$ cat src/rtl/sysctl_defs.svh
// constants for the core system-control register group
// assumes an io-space register port driven by the cpu core on core_clk
// How it works
// - every reset returns registers to defaults
// - pin/watchdog reset keeps data memory
// - execution restarts at address zero
// - brownout level chosen from eight build options
// - status bits 7..4 always read ones
// - bit 3 flags signed overflow
// - bit 2 flags nibble carry or borrow
// - bit 1 flags carry, borrow, rotate
// - bit 0 flags zero result
// - stack pointer read/write, all eight bits stored as written
// - clock field plus type selects system clock
// - bit 4 enables fast oscillator, resets one
// - bit 2 slow oscillator, clear stops watchdog
// - bit 1 enables watchdog, resets one
// - bit 0 selects port pin or reset pin
// - enable bits gate timer, port b, port a
// - request bits set by hardware, software clears
// - pin events follow edge selection
`ifndef SYSCTL_DEFS_SVH
`define SYSCTL_DEFS_SVH
`define ADDR_FLAGS 8'h00
`define ADDR_SP 8'h02
`define ADDR_CLKMD 8'h03
`define ADDR_INTEN 8'h04
`define ADDR_INTRQ 8'h05
`define RST_CLKMD 8'hF6
`define RST_SP 8'h00
`define RST_INTEN 8'h00
`define RST_FLAGS 4'h0
`define FLAGS_RSVD 4'hF
`define PC_RESET 12'h000
`define BIT_FAST_EN 4
`define BIT_TYPE 3
`define BIT_SLOW_EN 2
`define BIT_WDT_EN 1
`define BIT_RSTPIN 0
`define F_OV 3
`define F_AC 2
`define F_C 1
`define F_Z 0
`define IRQ_TMR 2
`define IRQ_PB0 1
`define IRQ_PA0 0
`define INTEN_KEEP 7
`define BROWNOUT_DEF 3'h0
`define EDGE_BOTH 2'h0
`define EDGE_RISE 2'h1
`define EDGE_FALL 2'h2
`endif

$ cat src/rtl/sysctl_pkg.sv
// types for the core system-control register group
// assumes sysctl_defs.svh sits beside it
package sysctl_pkg;
  typedef enum logic [1:0] {
    SRC_FAST = 2'h0,
    SRC_CRYSTAL = 2'h1,
    SRC_SLOW = 2'h2,
    SRC_NONE = 2'h3
  } clk_src_e;
  typedef enum logic [1:0] {
    SW_RUN = 2'h0,
    SW_DRAIN = 2'h1,
    SW_SETTLE = 2'h2
  } sw_state_e;
endpackage

$ cat src/rtl/sysctl_regs.sv
// core system-control registers: flags, stack pointer, clock mode,
// interrupt enable and request
// assumes the cpu drives io_addr/io_wr/io_rd synchronously on core_clk
`timescale 1ns/100ps
`default_nettype none
`include "sysctl_defs.svh"
module sysctl_regs #(
  parameter logic [2:0] BROWNOUT_LEVEL = `BROWNOUT_DEF,
  parameter int SETTLE_CYCLES = 4
) (
  // clock and reset
  input wire logic core_clk,
  input wire logic reset,
  // reset cause: one when pin or watchdog caused the reset
  input wire logic warm_reset,
  // io register port
  input wire logic [7:0] io_addr,
  input wire logic io_wr,
  input wire logic [7:0] io_wdata,
  input wire logic io_rd,
  output logic [7:0] io_rdata,
  // alu flag update
  input wire logic alu_upd_z,
  input wire logic alu_z,
  input wire logic alu_upd_c,
  input wire logic alu_c,
  input wire logic alu_upd_arith,
  input wire logic alu_ac,
  input wire logic alu_ov,
  // stack pointer update from core
  input wire logic sp_upd,
  input wire logic [7:0] sp_new,
  // event sources
  input wire logic timer_event,
  input wire logic port_a_pin_zero,
  input wire logic port_b_pin_zero,
  input wire logic [1:0] pa0_edge_sel,
  input wire logic [1:0] pb0_edge_sel,
  // oscillator ready
  input wire logic osc_ready_fast,
  input wire logic osc_ready_crystal,
  input wire logic osc_ready_slow,
  // control outputs
  output logic fast_internal_osc_en,
  output logic slow_internal_osc_en,
  output logic watchdog_timer_en,
  output logic external_reset_pin_sel,
  output logic [1:0] clk_src,
  output logic [6:0] clk_div,
  output logic clk_gate_n,
  output logic irq_to_core,
  output logic [11:0] pc_start,
  output logic mem_keep,
  output logic [2:0] brownout_reset_level,
  output logic [7:0] stack_ptr
);
  initial begin
    if (SETTLE_CYCLES < 1 || SETTLE_CYCLES > 255) begin
      $error("SETTLE_CYCLES out of range");
    end
  end

  // ===========================================================
  // pin synchronisers
  logic [1:0] pa_sync_q, pa_sync_d, pb_sync_q, pb_sync_d;
  logic pa_last_q, pa_last_d, pb_last_q, pb_last_d;
  always_comb begin
    pa_sync_d = {pa_sync_q[0], port_a_pin_zero};
    pb_sync_d = {pb_sync_q[0], port_b_pin_zero};
    pa_last_d = pa_sync_q[1];
    pb_last_d = pb_sync_q[1];
  end
  always_ff @(posedge core_clk) begin
    // chain keeps tracking the pin through reset: no false edge after it
    pa_sync_q <= pa_sync_d;
    pb_sync_q <= pb_sync_d;
    pa_last_q <= pa_last_d;
    pb_last_q <= pb_last_d;
  end

  function automatic logic edge_hit(input logic now, input logic was,
                                    input logic [1:0] sel);
    logic rise;
    logic fall;
    rise = now & ~was;
    fall = ~now & was;
    unique case (sel)
      `EDGE_BOTH: edge_hit = rise | fall;
      `EDGE_RISE: edge_hit = rise;
      `EDGE_FALL: edge_hit = fall;
      default: edge_hit = 1'b0; // reserved selection raises nothing
    endcase
  endfunction

  logic pa_evt, pb_evt;
  always_comb begin
    pa_evt = edge_hit(pa_sync_q[1], pa_last_q, pa0_edge_sel);
    pb_evt = edge_hit(pb_sync_q[1], pb_last_q, pb0_edge_sel);
  end

  // ===========================================================
  // registers
  logic [3:0] flags_q, flags_d;
  logic [7:0] sp_q, sp_d, clkmd_q, clkmd_d, inten_q, inten_d;
  logic [2:0] intrq_q, intrq_d;
  logic [7:0] rdata_q, rdata_d;
  logic irq_q, irq_d;
  logic [2:0] events;
  logic wr_flags, wr_sp, wr_clkmd, wr_inten, wr_intrq;

  always_comb begin
    wr_flags = io_wr && io_addr == `ADDR_FLAGS;
    wr_sp = io_wr && io_addr == `ADDR_SP;
    wr_clkmd = io_wr && io_addr == `ADDR_CLKMD;
    wr_inten = io_wr && io_addr == `ADDR_INTEN;
    wr_intrq = io_wr && io_addr == `ADDR_INTRQ;
    events = 3'h0;
    events[`IRQ_TMR] = timer_event;
    events[`IRQ_PB0] = pb_evt;
    events[`IRQ_PA0] = pa_evt;
    // software write first, alu update last so the live result wins
    flags_d = wr_flags ? io_wdata[3:0] : flags_q;
    if (alu_upd_arith) begin
      flags_d[`F_OV] = alu_ov;
      flags_d[`F_AC] = alu_ac;
    end
    if (alu_upd_c) flags_d[`F_C] = alu_c;
    if (alu_upd_z) flags_d[`F_Z] = alu_z;
    sp_d = sp_upd ? sp_new : (wr_sp ? io_wdata : sp_q);
    clkmd_d = wr_clkmd ? io_wdata : clkmd_q;
    inten_d = wr_inten ? io_wdata : inten_q;
    // set beats clear; set independent of enables
    intrq_d = (wr_intrq ? io_wdata[2:0] : intrq_q) | events;
    irq_d = |(intrq_q & inten_q[2:0]);
    rdata_d = rdata_q;
    if (io_rd) begin
      unique case (io_addr)
        `ADDR_FLAGS: rdata_d = {`FLAGS_RSVD, flags_q};
        `ADDR_SP: rdata_d = sp_q;
        `ADDR_CLKMD: rdata_d = clkmd_q;
        `ADDR_INTEN: rdata_d = inten_q;
        `ADDR_INTRQ: rdata_d = {5'h00, intrq_q};
        default: rdata_d = 8'h00;
      endcase
    end
  end

  always_ff @(posedge core_clk) begin
    if (reset) begin
      flags_q <= `RST_FLAGS;
      sp_q <= `RST_SP;
      clkmd_q <= `RST_CLKMD;
      inten_q <= `RST_INTEN;
      intrq_q <= 3'h0;
      rdata_q <= 8'h00;
      irq_q <= 1'b0;
    end else begin
      flags_q <= flags_d;
      sp_q <= sp_d;
      clkmd_q <= clkmd_d;
      inten_q <= inten_d;
      intrq_q <= intrq_d;
      rdata_q <= rdata_d;
      irq_q <= irq_d;
    end
  end

  // ===========================================================
  // oscillator and watchdog controls
  logic fast_en_q, slow_en_q, wdt_en_q, rstpin_q, keep_q;
  always_ff @(posedge core_clk) begin
    if (reset) begin
      fast_en_q <= 1'b1;
      slow_en_q <= 1'b1;
      wdt_en_q <= 1'b1;
      rstpin_q <= 1'b0;
      keep_q <= 1'b0;
    end else begin
      fast_en_q <= clkmd_q[`BIT_FAST_EN];
      slow_en_q <= clkmd_q[`BIT_SLOW_EN];
      // slow oscillator off also stops the watchdog
      wdt_en_q <= clkmd_q[`BIT_WDT_EN] & clkmd_q[`BIT_SLOW_EN];
      rstpin_q <= clkmd_q[`BIT_RSTPIN];
      keep_q <= warm_reset;
    end
  end

  // ===========================================================
  // glitch-free clock switch
  sysctl_pkg::clk_src_e dec_src;
  logic [6:0] dec_div;
  logic dec_rsvd;
  clk_source_select u_sel (
    .sel(clkmd_q[7:5]),
    .type_one(clkmd_q[`BIT_TYPE]),
    .src(dec_src),
    .div(dec_div),
    .reserved(dec_rsvd)
  );

  sysctl_pkg::sw_state_e sw_q, sw_d;
  sysctl_pkg::clk_src_e src_q, src_d;
  logic [6:0] div_q, div_d;
  logic gate_n_q, gate_n_d;
  logic [7:0] cnt_q, cnt_d;
  logic target_ok;

  always_comb begin
    unique case (dec_src)
      sysctl_pkg::SRC_FAST: target_ok = clkmd_q[`BIT_FAST_EN] & osc_ready_fast;
      sysctl_pkg::SRC_CRYSTAL: target_ok = osc_ready_crystal;
      sysctl_pkg::SRC_SLOW: target_ok = clkmd_q[`BIT_SLOW_EN] & osc_ready_slow;
      default: target_ok = 1'b0;
    endcase
    sw_d = sw_q;
    src_d = src_q;
    div_d = div_q;
    gate_n_d = gate_n_q;
    cnt_d = cnt_q;
    // stop the clock, hold it low for a settle window, then resume
    unique case (sw_q)
      sysctl_pkg::SW_RUN: begin
        if (!dec_rsvd && target_ok && (dec_src != src_q || dec_div != div_q)) begin
          sw_d = sysctl_pkg::SW_DRAIN;
          gate_n_d = 1'b1;
          cnt_d = 8'(SETTLE_CYCLES);
        end
      end
      sysctl_pkg::SW_DRAIN: begin
        src_d = dec_src;
        div_d = dec_div;
        sw_d = sysctl_pkg::SW_SETTLE;
      end
      sysctl_pkg::SW_SETTLE: begin
        cnt_d = cnt_q - 8'h01;
        if (cnt_q == 8'h01) begin
          gate_n_d = 1'b0;
          sw_d = sysctl_pkg::SW_RUN;
        end
      end
      default: sw_d = sysctl_pkg::SW_RUN;
    endcase
  end

  always_ff @(posedge core_clk) begin
    if (reset) begin
      sw_q <= sysctl_pkg::SW_RUN;
      src_q <= sysctl_pkg::SRC_SLOW;
      div_q <= 7'h01;
      gate_n_q <= 1'b0;
      cnt_q <= 8'h00;
    end else begin
      sw_q <= sw_d;
      src_q <= src_d;
      div_q <= div_d;
      gate_n_q <= gate_n_d;
      cnt_q <= cnt_d;
    end
  end

  // ===========================================================
  // outputs
  logic [11:0] pc_q;
  logic [2:0] bo_q;
  always_ff @(posedge core_clk) begin
    if (reset) begin
      pc_q <= `PC_RESET;
      bo_q <= `BROWNOUT_DEF;
    end else begin
      pc_q <= `PC_RESET;
      bo_q <= BROWNOUT_LEVEL;
    end
  end

  always_comb begin
    io_rdata = rdata_q;
    irq_to_core = irq_q;
    fast_internal_osc_en = fast_en_q;
    slow_internal_osc_en = slow_en_q;
    watchdog_timer_en = wdt_en_q;
    external_reset_pin_sel = rstpin_q;
    clk_src = src_q;
    clk_div = div_q;
    clk_gate_n = gate_n_q;
    pc_start = pc_q;
    mem_keep = keep_q;
    brownout_reset_level = bo_q;
    stack_ptr = sp_q;
  end
endmodule
`default_nettype wire

$ cat src/rtl/clk_source_select.sv
// decodes the clock field into source and divider, reserved codes flagged
// assumes purely combinational use inside the control group, registered out
`timescale 1ns/100ps
`default_nettype none
module clk_source_select (
  // clock mode fields
  input wire logic [2:0] sel,
  input wire logic type_one,
  // decoded choice
  output sysctl_pkg::clk_src_e src,
  output logic [6:0] div,
  output logic reserved
);
  always_comb begin
    src = sysctl_pkg::SRC_NONE;
    div = 7'h01;
    reserved = 1'b0;
    if (!type_one) begin
      unique case (sel)
        3'h0: begin src = sysctl_pkg::SRC_FAST; div = 7'h04; end
        3'h1: begin src = sysctl_pkg::SRC_FAST; div = 7'h02; end
        3'h3: begin src = sysctl_pkg::SRC_CRYSTAL; div = 7'h04; end
        3'h4: begin src = sysctl_pkg::SRC_CRYSTAL; div = 7'h02; end
        3'h5: begin src = sysctl_pkg::SRC_CRYSTAL; div = 7'h01; end
        3'h6: begin src = sysctl_pkg::SRC_SLOW; div = 7'h04; end
        3'h7: begin src = sysctl_pkg::SRC_SLOW; div = 7'h01; end
        default: reserved = 1'b1;
      endcase
    end else begin
      unique case (sel)
        3'h0: begin src = sysctl_pkg::SRC_FAST; div = 7'h10; end
        3'h1: begin src = sysctl_pkg::SRC_FAST; div = 7'h08; end
        3'h3: begin src = sysctl_pkg::SRC_FAST; div = 7'h20; end
        3'h4: begin src = sysctl_pkg::SRC_FAST; div = 7'h40; end
        3'h5: begin src = sysctl_pkg::SRC_CRYSTAL; div = 7'h08; end
        default: reserved = 1'b1;
      endcase
    end
  end
endmodule
`default_nettype wire

$ cat config.mk
export PLATFORM = sky130hd
export DESIGN_NAME = sysctl_regs
export DESIGN_NICKNAME = d
export VERILOG_FILES = /design/src/rtl/sysctl_pkg.sv /design/src/rtl/sysctl_regs.sv /design/src/rtl/clk_source_select.sv
export VERILOG_INCLUDE_DIRS = /design/src /design/src/rtl
export SDC_FILE = /design/constraint.sdc
export NUM_CORES = 1
export LEC_CHECK = 0
export BUFFER_PORTS_ARGS = -buffer_cell sky130_fd_sc_hd__buf_2
export CAP_MARGIN = 20
export CELL_PAD_IN_SITES_DETAIL_PLACEMENT = 2
export CELL_PAD_IN_SITES_GLOBAL_PLACEMENT = 2
export CORE_MARGIN = 5
export CORE_UTILIZATION = 30
export DETAILED_ROUTE_END_ITERATION = 8
export PLACE_DENSITY = 0.86
export SYNTH_ARGS = -nofsm -noshare
export SYNTH_HDL_FRONTEND = slang
export SYNTH_SLANG_ARGS = --single-unit
$ cat constraint.sdc
create_clock -name core_clk -period 2.6 [get_ports core_clk]
set_clock_uncertainty 0.05 [all_clocks]
set_input_delay 0.26 -clock core_clk [delete_from_list [all_inputs] [get_ports core_clk]]
set_output_delay 0.26 -clock core_clk [all_outputs]
set_load 0.02 [all_outputs]
Word level (Yosys, flattened, before mapping)
Index checks and enable logic that the tools add are counted.
{"block": "op_classes", "muxes": 28, "mul": 0, "div_mod_pow": 0, "n_eq_ne": 23, "shifts": 0, "n_lt_le_gt_ge": 0, "bitwise": 15, "n_addsub": 1, "reduce_logical": 33}
{"operator": "$pmux W8 S5", "n": 1}
{"operator": "$pmux W7 S4", "n": 1}
{"operator": "$mux W8", "n": 3}
{"operator": "$eq A8 B2 Y1 const B", "n": 2}
{"operator": "$eq A8 B3 Y1 const B", "n": 2}
{"operator": "$pmux W8 S2", "n": 1}
{"operator": "$eq A3 B3 Y1 const B", "n": 4}
{"operator": "$pmux W2 S3", "n": 2}
{"operator": "$reduce_bool A2 Y1", "n": 5}
{"operator": "$pmux W1 S3", "n": 3}
{"operator": "$reduce_or A3 Y1", "n": 3}
{"operator": "$eq A2 B1 Y1 const B", "n": 4}
{"operator": "$eq A2 B2 Y1 const B", "n": 4}
{"operator": "$eq A8 B1 Y1 const B", "n": 1}
{"operator": "$logic_not A2 Y1", "n": 4}
{"operator": "$logic_not A8 Y1", "n": 1}
{"operator": "$mux W2", "n": 4}
{"operator": "$reduce_or A2 Y1", "n": 4}
{"operator": "$sub A8 B1 Y8 const B", "n": 1}
{"operator": "$and A1 B1 Y1", "n": 7}
{"operator": "$logic_and A1 B1 Y1", "n": 7}
{"operator": "$mux W1", "n": 7}
{"operator": "$mux W7", "n": 1}
{"operator": "$ne A7 B7 Y1", "n": 1}
{"operator": "other kinds (21)", "n": 27}
{"block": "totals", "latch_bits": 0, "n_memories": 0, "wordCells": 123, "output_inout_bits": 47, "mem_bits_rw": 0, "rom_bits": 0, "register_bits": 71, "input_bits": 47}

Depth between registers and ports, before layout
Gate-level depths: netlist of run 1.
{"block": "logic_depth", "word_depth": 10, "ltp_mapped": 8, "depth_no_buf": 6}

Cells and area by module
A second synthesis of run 1 with hierarchy kept.
{"block": "hier_totals", "hier_cells": 418, "area_unflattened_um2": 3560.9}
{"module": "sysctl_regs", "area_each_um2": 3370.7, "cells_each": 394, "seq_area_each_um2": 1421.4, "n_inst": 1}
{"module": "clk_source_select", "area_each_um2": 190.2, "cells_each": 24, "seq_area_each_um2": 0.0, "n_inst": 1}

Worst setup path after synthesis of run 1
OpenSTA, ideal clock, no wires.
{"block": "synth_path", "path_type": "reg-to-reg", "startpoint": "reg clkmd_q[5]", "endpoint": "reg cnt_q[3]", "slack_ps": 484, "period_less_slack_ps": 2116, "setup_ps": 73, "n_path_buf": 2, "arrival_ps": 1993, "stages_incl_launch_ff": 9, "required_time_ps": 2477, "cell_sequence": "dfxtp_1 -> buf_6 -> or2_1 -> buf_6 -> or4b_4 -> a31oi_4 -> o2111ai_4 -> o21a_1 -> nor3_2"}
{"block": "synth_between", "elab_chain_len": 10, "word_cells_on_any_way": 37, "classes_between": "eq/ne (11); mux (10); reduce/logical (16)"}
{"item": "start: declaration", "line": "sysctl_regs.sv:104", "source": "logic [7:0] sp_q, sp_d, clkmd_q, clkmd_d, inten_q, inten_d;"}
{"item": "start signal: assignment", "line": "sysctl_regs.sv:152", "source": "clkmd_q <= `RST_CLKMD;"}
{"item": "start signal: assignment", "line": "sysctl_regs.sv:160", "source": "clkmd_q <= clkmd_d;"}
{"item": "$eq A3 B2 Y1 (tied with other cells)", "line": "clk_source_select.sv:19, clk_source_select.sv:30"}
{"item": "$reduce_or A3 Y1 (no source line) (tied with other cells)"}
{"item": "$pmux W2 S3 or $pmux W2 S2 (tied branches)", "line": "clk_source_select.sv:19, clk_source_select.sv:30"}
{"item": "$mux W2", "line": "clk_source_select.sv:18", "source": "if (!type_one) begin"}
{"item": "$eq A2 B2 Y1 (tied with other cells)", "line": "sysctl_regs.sv:209", "source": "unique case (dec_src)"}
{"item": "$pmux W1 S3", "line": "sysctl_regs.sv:209"}
{"item": "$logic_and A1 B1 Y1", "line": "sysctl_regs.sv:223", "source": "if (!dec_rsvd && target_ok && (dec_src != src_q || dec_div != div_q)) begin"}
{"item": "$logic_and A1 B1 Y1 *", "line": "sysctl_regs.sv:223"}
{"item": "$ne A2 B2 Y1 (no source line) *"}
{"item": "$reduce_and A2 Y1 (no source line) *"}
{"item": "end signal: assignment", "line": "sysctl_regs.sv:257", "source": "cnt_q <= cnt_d;"}
{"item": "end: declaration", "line": "sysctl_regs.sv:205", "source": "logic [7:0] cnt_q, cnt_d;"}
Mark *: on every way between the ends. The rest lies on a longest branch, timed or not.
A chain may end at the register's enable or synchronous reset.

Worst setup path after layout of run 1
{"block": "layout_path", "startpoint": "reg clkmd_q[7]", "endpoint": "reg cnt_q[2]"}
The elaborated chain is that of the path after synthesis.

==> results of run 1 <==
-- stage by stage --
| stage | instance area, um2 | power (mW) | hold WS [ns] | util [%] | setup slack, ns |
|---|---|---|---|---|---|
| after CTS | 4500 | 2.69 | 0.0655 | 37.3 | 0.187 |
| after global routing | 4500 | 2.76 | 0.0725 | 37.3 | 0.00521 |
| after floorplan | 3750 | 1.31 | 0.238 | - | 0.484 |
| after detailed placement | 4190 | 1.41 | 0.268 | 34.7 | 0.230 |
| final | 4500 | 2.65 | 0.0732 | 37.3 | 0.204 |
| after global placement | 4190 | 1.39 | 0.262 | 34.7 | 0.384 |
-- worst register-to-register path: cells and delay by family, from the launching register on --
kind	cells	cell delay, ns
compound gates	4	1.08
xor+xnor	1	0.09
flops	1	0.78
simple gates	1	0.25
-- report_power, final --
group | total [mW] | leakage (nW) | internal [mW] | switching, mW
Clock | 1.27 | 0.144 | 0.764 | 0.503
Sequential | 1.14 | 0.579 | 1.12 | 0.0252
Combinational | 0.245 | 1.13 | 0.0837 | 0.162
-- sequential cells by signal, indices dropped and copies added, names as in the netlist, 2 cells and up --
register	count
cnt_q	8
clkmd_q	8
stack_ptr	8
flags_q	4
clk_src	2
intrq_q	3
sw_q	2
pb_sync_q	2
io_rdata	8
pa_sync_q	2
inten_q	8
clk_div	7
-- routing by layer --
metal  global-route usage [%]  wire length, um  vias up
met5                        0                0        -
met4                     6.94              289        0
met3                     3.40              425       21
met2                     33.8             6610       78
met1                     20.4             5610     1732
li1                         -                -     1725
-- cells in the final DEF, fill, tap and decap left out, types with 4 or more instances in the layout --
cell type   n
a211oi_1    9
a21oi_1    46
a311oi_1    9
buf_2      78
buf_4       9
clkbuf_16   9
conb_1     15
dfxtp_1    71
ha_1        6
inv_1      20
mux2i_1    14
nand2_1    46
nand2b_1    8
nand3_1    25
nor2_1     44
nor2b_1    16
nor3_1      9
nor3_2      4
o211ai_1    4
o21a_1      4
o21ai_0    19
or3_1       4
xnor2_1     6
-- how the worst max path moves through the flow --
stage,startpoint,end,slack (ns),depth (start not counted)
2_1_floorplan,clkmd_q[5],cnt_q[3],0.48,8
3_3_place_gp,io_addr[7],clkmd_q[3],0.38,7
3_5_place_dp,io_addr[7],intrq_q[1],0.23,7
4_1_cts,clkmd_q[7],cnt_q[2],0.19,6
5_1_grt,clkmd_q[7],cnt_q[2],0.005,6
6_report,clkmd_q[7],cnt_q[2],0.20,6
-- area by class of cell --
type / count / area [um2] / area share, %
Inverter: 21 / 78.8 / 1.75
Sequential cell: 71 / 1420 / 31.6
Clock buffer: 10 / 239 / 5.31
Timing Repair Buffer: 89 / 478 / 10.6
Multi-Input combinational cell: 336 / 2020 / 44.8
Tap cell: 168 / 210 / 4.67
Clock inverter: 6 / 60.1 / 1.33
-- timing repair --
action | CTS | global route
endpoints found under the setup margin | 0 | 0
endpoints found under the hold margin | 2 | 0
hold buffers | 2 | 0
-- cell families (layout without fill, tap and decap cells) --
group | count (synthesis) | after routing | share of synthesized area (%)
AO/OA/AOI/OAI | 116 | 116 | 20.9
other | 1 | 15 | 0.101
buffers and inverters | 63 | 126 | 8.49
multiplexers | 15 | 15 | 4.09
adder cells (fa/ha/maj) | 6 | 6 | 2.03
XOR/XNOR | 7 | 7 | 1.66
AND/OR/NAND/NOR | 177 | 177 | 24.3
flip-flops | 71 | 71 | 38.4
==> results.json, run 1 <==
{
  "ir_drop_uv": 400,
  "grt_pass1_vias": 4053,
  "run_status": "finished, final reports clean",
  "ff2ff_path_depth": 6,
  "ys_types": 62,
  "die_h_um": 121,
  "die_x_um": 121,
  "rows": 40,
  "tightest_slew_ns": 0.734,
  "crit_type": "reg -> reg",
  "finalNonFillerCells": 701,
  "ant_nets": 0,
  "layout-drive-gt1-share_pct": 21.4,
  "synth_ff_type": "dfxtp_1",
  "avgSynthCellArea_um2": 8.11,
  "power_leakage_nw": 1.85,
  "hpwl_um": 9630,
  "ys.warnings.count": 0,
  "hp-class": "in -> reg",
  "hold_depth": 2,
  "hold_start": "warm_reset",
  "critical_path_buf_inv_count": 0,
  "cap_violations": 0,
  "firstDrtPassIters": 4,
  "worstReg2RegStart": "clkmd_q[7]",
  "drtIter0Drc": 171,
  "grt_overflow": 0,
  "via_per_inst": 5.07,
  "clock-root-buffer": "clkbuf_16",
  "finalHoldViolCount": 0,
  "synth.most_common_cell": "dfxtp_1",
  "synthesis.area_um2": 3700,
  "max_stage_delay_ns": 0.78,
  "dp.cells": 683,
  "post-route-period-util_pct": 92.1,
  "final_nets": 581,
  "numCtsBuffers": 9,
  "clk_pin_slew_ns": 0.06,
  "synth_top_area_share_pct": 38.4,
  "r2r_end": "cnt_q[2]",
  "dieArea_um2": 14700,
  "io_pins": 94,
  "synth_edf_count": 0,
  "r2r_slack_ns": 0.20,
  "rsz0062_at_grt": "no",
  "ys_top_cells_by_area": "dfxtp_1 (38%), a21oi_1 (6.2%), nand2_1 (4.7%)",
  "critical_path_arrival_ns": 2.55,
  "htreeDepth": 3,
  "fill_cells": 1399,
  "critPathMaxFanout": 21,
  "relSlewSlack_pct": 51.1,
  "grt_max_degree": 45,
  "clk-insertion-delay-late_ns": 0.34,
  "cts_resized": 0,
  "synth-seq-area-share_pct": 38.4,
  "start_kind": "register",
  "path_cells": "nand2b_1, xor2_1, o21ai_0, o2111ai_4, o21ai_1, a211oi_1",
  "wire_per_inst_um": 18.5,
  "ys_async_sr_fraction_pct": 0,
  "slew_violations": 0,
  "crit_family": "compound AO/OA/AOI/OAI gates",
  "areaGrowthSynthToFinish_pct": 21.7,
  "clockBufferDepth": 2,
  "fmax_mhz": 417,
  "grt_pass1_wl_um": 21000,
  "finalCriticalPeriod_ns": 2.40,
  "track_usage_pct": 18.2,
  "grt_antenna_before_repair": 0,
  "yosysTopAreaCell": "dfxtp_1",
  "core_area_um2": 12100,
  "drc_errors": 0,
  "setup_viol": 0,
  "io_buffers": 78,
  "cts_tree": "done",
  "initial_core_util_pct": 30.7,
  "holdPathEnd": "mem_keep",
  "cts_setup_buffers": 0,
  "ys_top_cells_by_count": "dfxtp_1 (71), a21oi_1 (46), nand2_1 (46)",
  "antenna_cells": 0,
  "cts_sinks": 71,
  "vias": 3556,
  "ys_seq_elements": 71,
  "wirelength_um": 12900,
  "crit_slowest_cell": "dfxtp_1",
  "powerDensity_nw_per_um2": 589,
  "synth_cells": 456,
  "required_ns": 2.76,
  "tns_ns": 0,
  "end_kind": "register",
  "place.gp.congestion": 0.811
}
Power figures use the tool's default switching activity.
==> inputs of run 2 (changes only) <==
Settings changed: CORE_MARGIN 5 to default.
==> run 2 against run 1 <==
First-iteration DRC count decreased by 6.4%; clock power up 15%; non-clock buffer count is the same; combinational power about the same; routed wire length decreased by 2.4%; global-route usage is 2.5 points higher; core utilization rose by 0.33 points; worst setup slack better by 0.068 ns; clock-buffer cell count grew 1; maximum frequency grew 2.9%; critical path depth is the same; critical path type unchanged.
==> results.json, run 2 (synthesis results as in run 1) <==
{
  "required_ns": 2.77,
  "rows": 40,
  "wirelength_um": 12600,
  "cts_tree": "done",
  "seqCellArea_um2": 1420,
  "core_area_um2": 12000,
  "via_per_inst": 5.24,
  "fin_area_um2": 4530,
  "layout-drive-gt1-share_pct": 21.2,
  "multi_input_comb_area_um2": 2020,
  "tns_ns": 0,
  "die_x_um": 113,
  "final_common_cell": "buf_2",
  "relSlewSlack_pct": 49.4,
  "cts_setup_buffers": 0,
  "start_kind": "register",
  "antenna_cells": 0,
  "io_buffers": 78,
  "finalCriticalPeriod_ns": 2.33,
  "track_usage_pct": 20.7,
  "wire_per_inst_um": 18.6,
  "io_pins": 94,
  "clock-root-buffer": "clkbuf_16",
  "dieArea_um2": 12800,
  "slew_violations": 0,
  "end_kind": "register",
  "grt_overflow": 0,
  "initial_core_util_pct": 30.8,
  "rsz0062_at_grt": "no",
  "hpwl_um": 9080,
  "run_status": "finished, final reports clean",
  "grt_antenna_before_repair": 0,
  "numCtsBuffers": 9,
  "die_h_um": 113,
  "critPathMaxFanout": 14,
  "finalHoldViolCount": 0,
  "fmax_mhz": 430,
  "ant_nets": 0,
  "firstDrtPassIters": 4,
  "cap_violations": 0,
  "clk_pin_slew_ns": 0.06,
  "post-route-period-util_pct": 89.5,
  "place.gp.congestion": 0.832,
  "hp-class": "in -> reg",
  "power_leakage_nw": 1.88,
  "clk-insertion-delay-late_ns": 0.35,
  "crit_type": "reg -> reg",
  "grt_pass1_vias": 3888,
  "drc_errors": 0,
  "setup_viol": 0,
  "powerDensity_nw_per_um2": 629,
  "vias": 3564,
  "tightest_slew_ns": 0.760,
  "htreeDepth": 3,
  "final_nets": 581,
  "ir_drop_uv": 355,
  "r2r_slack_ns": 0.27,
  "drtIter0Drc": 160,
  "fill_cells": 1381,
  "grt_max_degree": 55,
  "cts_resized": 0,
  "cts_sinks": 71,
  "grt_pass1_wl_um": 20400,
  "critical_path_arrival_ns": 2.50,
  "areaGrowthSynthToFinish_pct": 22.3,
  "clockBufferDepth": 2,
  "final_cell_mix": "buf_2 (78), dfxtp_1 (71), a21oi_1 (46), nand2_1 (46), nor2_1 (44)",
  "dpl_cell_area_um2": 4160
}
[run 2: worst paths after layout]
kind                start            to  depth (start not counted)
max            clkmd_q[3]      cnt_q[5]                          6
min            warm_reset      mem_keep                          2
max reg2reg    clkmd_q[3]      cnt_q[5]                          6
min reg2reg  pb_sync_q[0]  pb_sync_q[1]                          0
[run 2: area by class of cell]
| class | count | area share (%) |
|---|---|---|
| Inverter | 21 | 1.74 |
| Sequential cell | 71 | 31.4 |
| Clock buffer | 11 | 5.36 |
| Clock inverter | 5 | 2.29 |
| Multi-Input combinational cell | 336 | 44.6 |
| Tap cell | 147 | 4.06 |
| Timing Repair Buffer | 89 | 10.6 |
[run 2: metrics by stage]
step	power (mW)	util (%)	hold slack, ns	setup WS, ns	instances
floorplan	1.31	-	0.238	0.484	470
global placement	1.39	34.6	0.261	0.377	662
detailed placement	1.41	34.6	0.264	0.280	662
CTS	2.88	37.7	0.0858	0.249	680
global route	2.95	37.7	0.106	0.118	680
finish	2.85	37.7	0.0832	0.272	680
[run 2: layer usage]
layer	wire, um	part of all wire [%]	vias to the layer above	global-route usage [%]
met1	5160	41	1764	23.1
met3	460	3.6	14	4.66
met4	186	1.5	0	6.05
met2	6820	54	69	38.9
li1	-	-	1717	-
met5	0	0	-	0
[run 2: what timing repair did]
action                                 in CTS  in global routing
setup endpoints to repair                   0                  0
hold buffers                                2                  0
endpoints found under the hold margin       2                  0
[run 2: critical path, stage by stage, from the launching register on]
cell	delay (ns)
dfxtp_1	0.65
mux2_1	0.38
mux2i_1	0.23
nor3b_1	0.12
o2111ai_4	0.28
nor3_1	0.11
or3_1	0.38
[run 2: power by group]
group          leakage (nW)  switching (mW)  internal [mW]  total (mW)
Clock                 0.170           0.493          0.965        1.46
Combinational          1.13           0.164         0.0842       0.248
Sequential            0.579          0.0241           1.12        1.14
Total                  1.88           0.681           2.17        2.85
==> inputs of run 3 (changes only) <==
Settings changed: BUFFER_PORTS_ARGS -buffer_cell sky130_fd_sc_hd__buf_2 to default, CORE_UTILIZATION 30 to 36, DONT_BUFFER_PORTS from default to 1.
==> run 3 against run 2 <==
First-iteration DRC count decreased by 44%; maximum frequency increased by 2.5%; core utilization increased by 3.7 points; register-to-register slack improved by 0.06 ns; largest cell class unchanged; clock-buffer cell count decreased by 2; final cell count decreased by 12%; critical path depth unchanged; routed wire length decreased by 2.9%; global-route usage increased by 3.6 points.
==> results.json, run 3 (synthesis results as in run 1) <==
{
  "run_status": "finished, final reports clean",
  "seqCellArea_um2": 1420,
  "grt_max_degree": 53,
  "cap_violations": 0,
  "ir_drop_uv": 256,
  "numCtsBuffers": 9,
  "cts_tree": "done",
  "seq_power_share_pct": 53.6,
  "relSlewSlack_pct": 50.5,
  "layout-drive-gt1-share_pct": 7.71,
  "grt_pass1_wl_um": 19400,
  "pwr-share-comb_pct": 8.7,
  "fin_area_um2": 4090,
  "clock-root-buffer": "clkbuf_8",
  "wire_per_inst_um": 20.4,
  "critical_path_arrival_ns": 2.51,
  "required_ns": 2.84,
  "core_area_um2": 9860,
  "io_buffers": 0,
  "fill_cells": 1114,
  "dpl_cell_area_um2": 3740,
  "drtIter0Drc": 90,
  "final_cell_mix": "dfxtp_1 (71), a21oi_1 (46), nand2_1 (46)",
  "place.gp.congestion": 0.825,
  "via_per_inst": 5.58,
  "rows": 36,
  "post-route-period-util_pct": 87.4,
  "grt_antenna_before_repair": 0,
  "end_kind": "register",
  "die_x_um": 103,
  "ant_nets": 0,
  "critPathMaxFanout": 21,
  "tightest_slew_ns": 0.743,
  "hpwl_um": 8450,
  "p_sw_uw": 622,
  "clk-insertion-delay-late_ns": 0.36,
  "finalCriticalPeriod_ns": 2.27,
  "htreeDepth": 3,
  "dp.cells": 569,
  "hold_depth": 2,
  "grt_overflow": 0,
  "final_common_cell": "dfxtp_1",
  "p_clk_share_pct": 37.7,
  "hp-class": "in -> reg",
  "rsz0062_at_grt": "no",
  "tns_ns": 0,
  "clk_pin_slew_ns": 0.08,
  "initial_core_util_pct": 37.5,
  "areaGrowthSynthToFinish_pct": 10.4,
  "multi_input_comb_area_um2": 2020,
  "cts_resized": 0,
  "dieArea_um2": 10700,
  "powerDensity_nw_per_um2": 527,
  "ff2ff_path_depth": 6,
  "start_kind": "register",
  "io_pins": 94,
  "antenna_cells": 0,
  "grt_pass1_vias": 3642,
  "setup_viol": 0,
  "wirelength_um": 12300,
  "finalHoldViolCount": 0,
  "slew_violations": 0,
  "power_leakage_nw": 1.51,
  "die_h_um": 103,
  "clockBufferDepth": 2,
  "firstDrtPassIters": 5,
  "final_nets": 515,
  "fmax_mhz": 440,
  "vias": 3349,
  "crit_type": "reg -> reg",
  "cts_sinks": 71,
  "internal-power_mw": 1.53,
  "swShare_pct": 28.9,
  "drc_errors": 0,
  "finalNonFillerCells": 600,
  "track_usage_pct": 24.3
}
## run 3: cell count changes in the layout (fill, tap and decap cells not counted)
cell / change
buf_2: -78
dlygate4sd3_1: +12
clkbuf_16: -9
clkbuf_8: +8
bufinv_16: -3
clkinvlp_4: +3
clkinv_4: +2
buf_16: +1
buf_4: -1
clkbuf_1: -1
clkinv_2: +1
inv_6: -1
## run 3: critical path: stages, from the launching register on
cell,delay (ns)
dfxtp_1,0.79
nand2b_1,0.23
xor2_1,0.07
o21ai_0,0.37
o2111ai_4,0.25
o21a_1,0.29
nor3_2,0.16
## run 3: path summary, 6_finish.rpt
check / slack, ns / to / from
worst max-delay path: 0.33 / cnt_q[4] / clkmd_q[7]
worst min-delay path: 0.01 / stack_ptr[5] / io_wdata[5]
worst max register to register: 0.33 / cnt_q[4] / clkmd_q[7]
worst min register to register: 0.29 / pb_sync_q[1] / pb_sync_q[0]
## run 3: power groups by stage
stage                     Sequential, mW  Clock, mW  Combinational (mW)
after detailed placement            1.18          0               0.144
after floorplan                     1.17          0               0.147
after CTS                           1.15      0.837               0.186
after global placement              1.18          0               0.136
after global routing                1.16      0.871               0.205
final                               1.15      0.811               0.186
## run 3: routing by layer
| metal | routed length [um] | GRT usage (%) | vias to the layer above |
|---|---|---|---|
| met1 | 5080 | 27.3 | 1668 |
| met4 | 245 | 8.45 | 0 |
| met5 | 0 | 0 | - |
| li1 | - | - | 1585 |
| met2 | 6460 | 44.8 | 79 |
| met3 | 472 | 5.65 | 17 |
## run 3: area by class of cell
type | count | share of cell area (%)
repair buffers | 23 | 5.57
multi-input cells | 336 | 49.4
flip-flops and latches | 71 | 34.8
well taps | 133 | 4.07
inverters | 21 | 1.93
clock buffers | 9 | 3.03
clock inverters | 7 | 1.23
## run 3: through the flow
step                      worst slack, ns  hold WS, ns  power, mW  utilization (%)
after global placement              0.438        0.238       1.31             38.0
after global routing                0.116       0.0181       2.23             41.4
final                               0.328       0.0110       2.15             41.4
after CTS                           0.322      0.00279       2.18             41.4
after floorplan                     0.484        0.238       1.31                -
after detailed placement            0.360        0.238       1.32             38.0
## run 3: timing repair
action,in CTS,in global routing
hold buffers,15,0
setup buffers,0,0
hold endpoints to repair,60,0
endpoints found under the setup margin,0,0
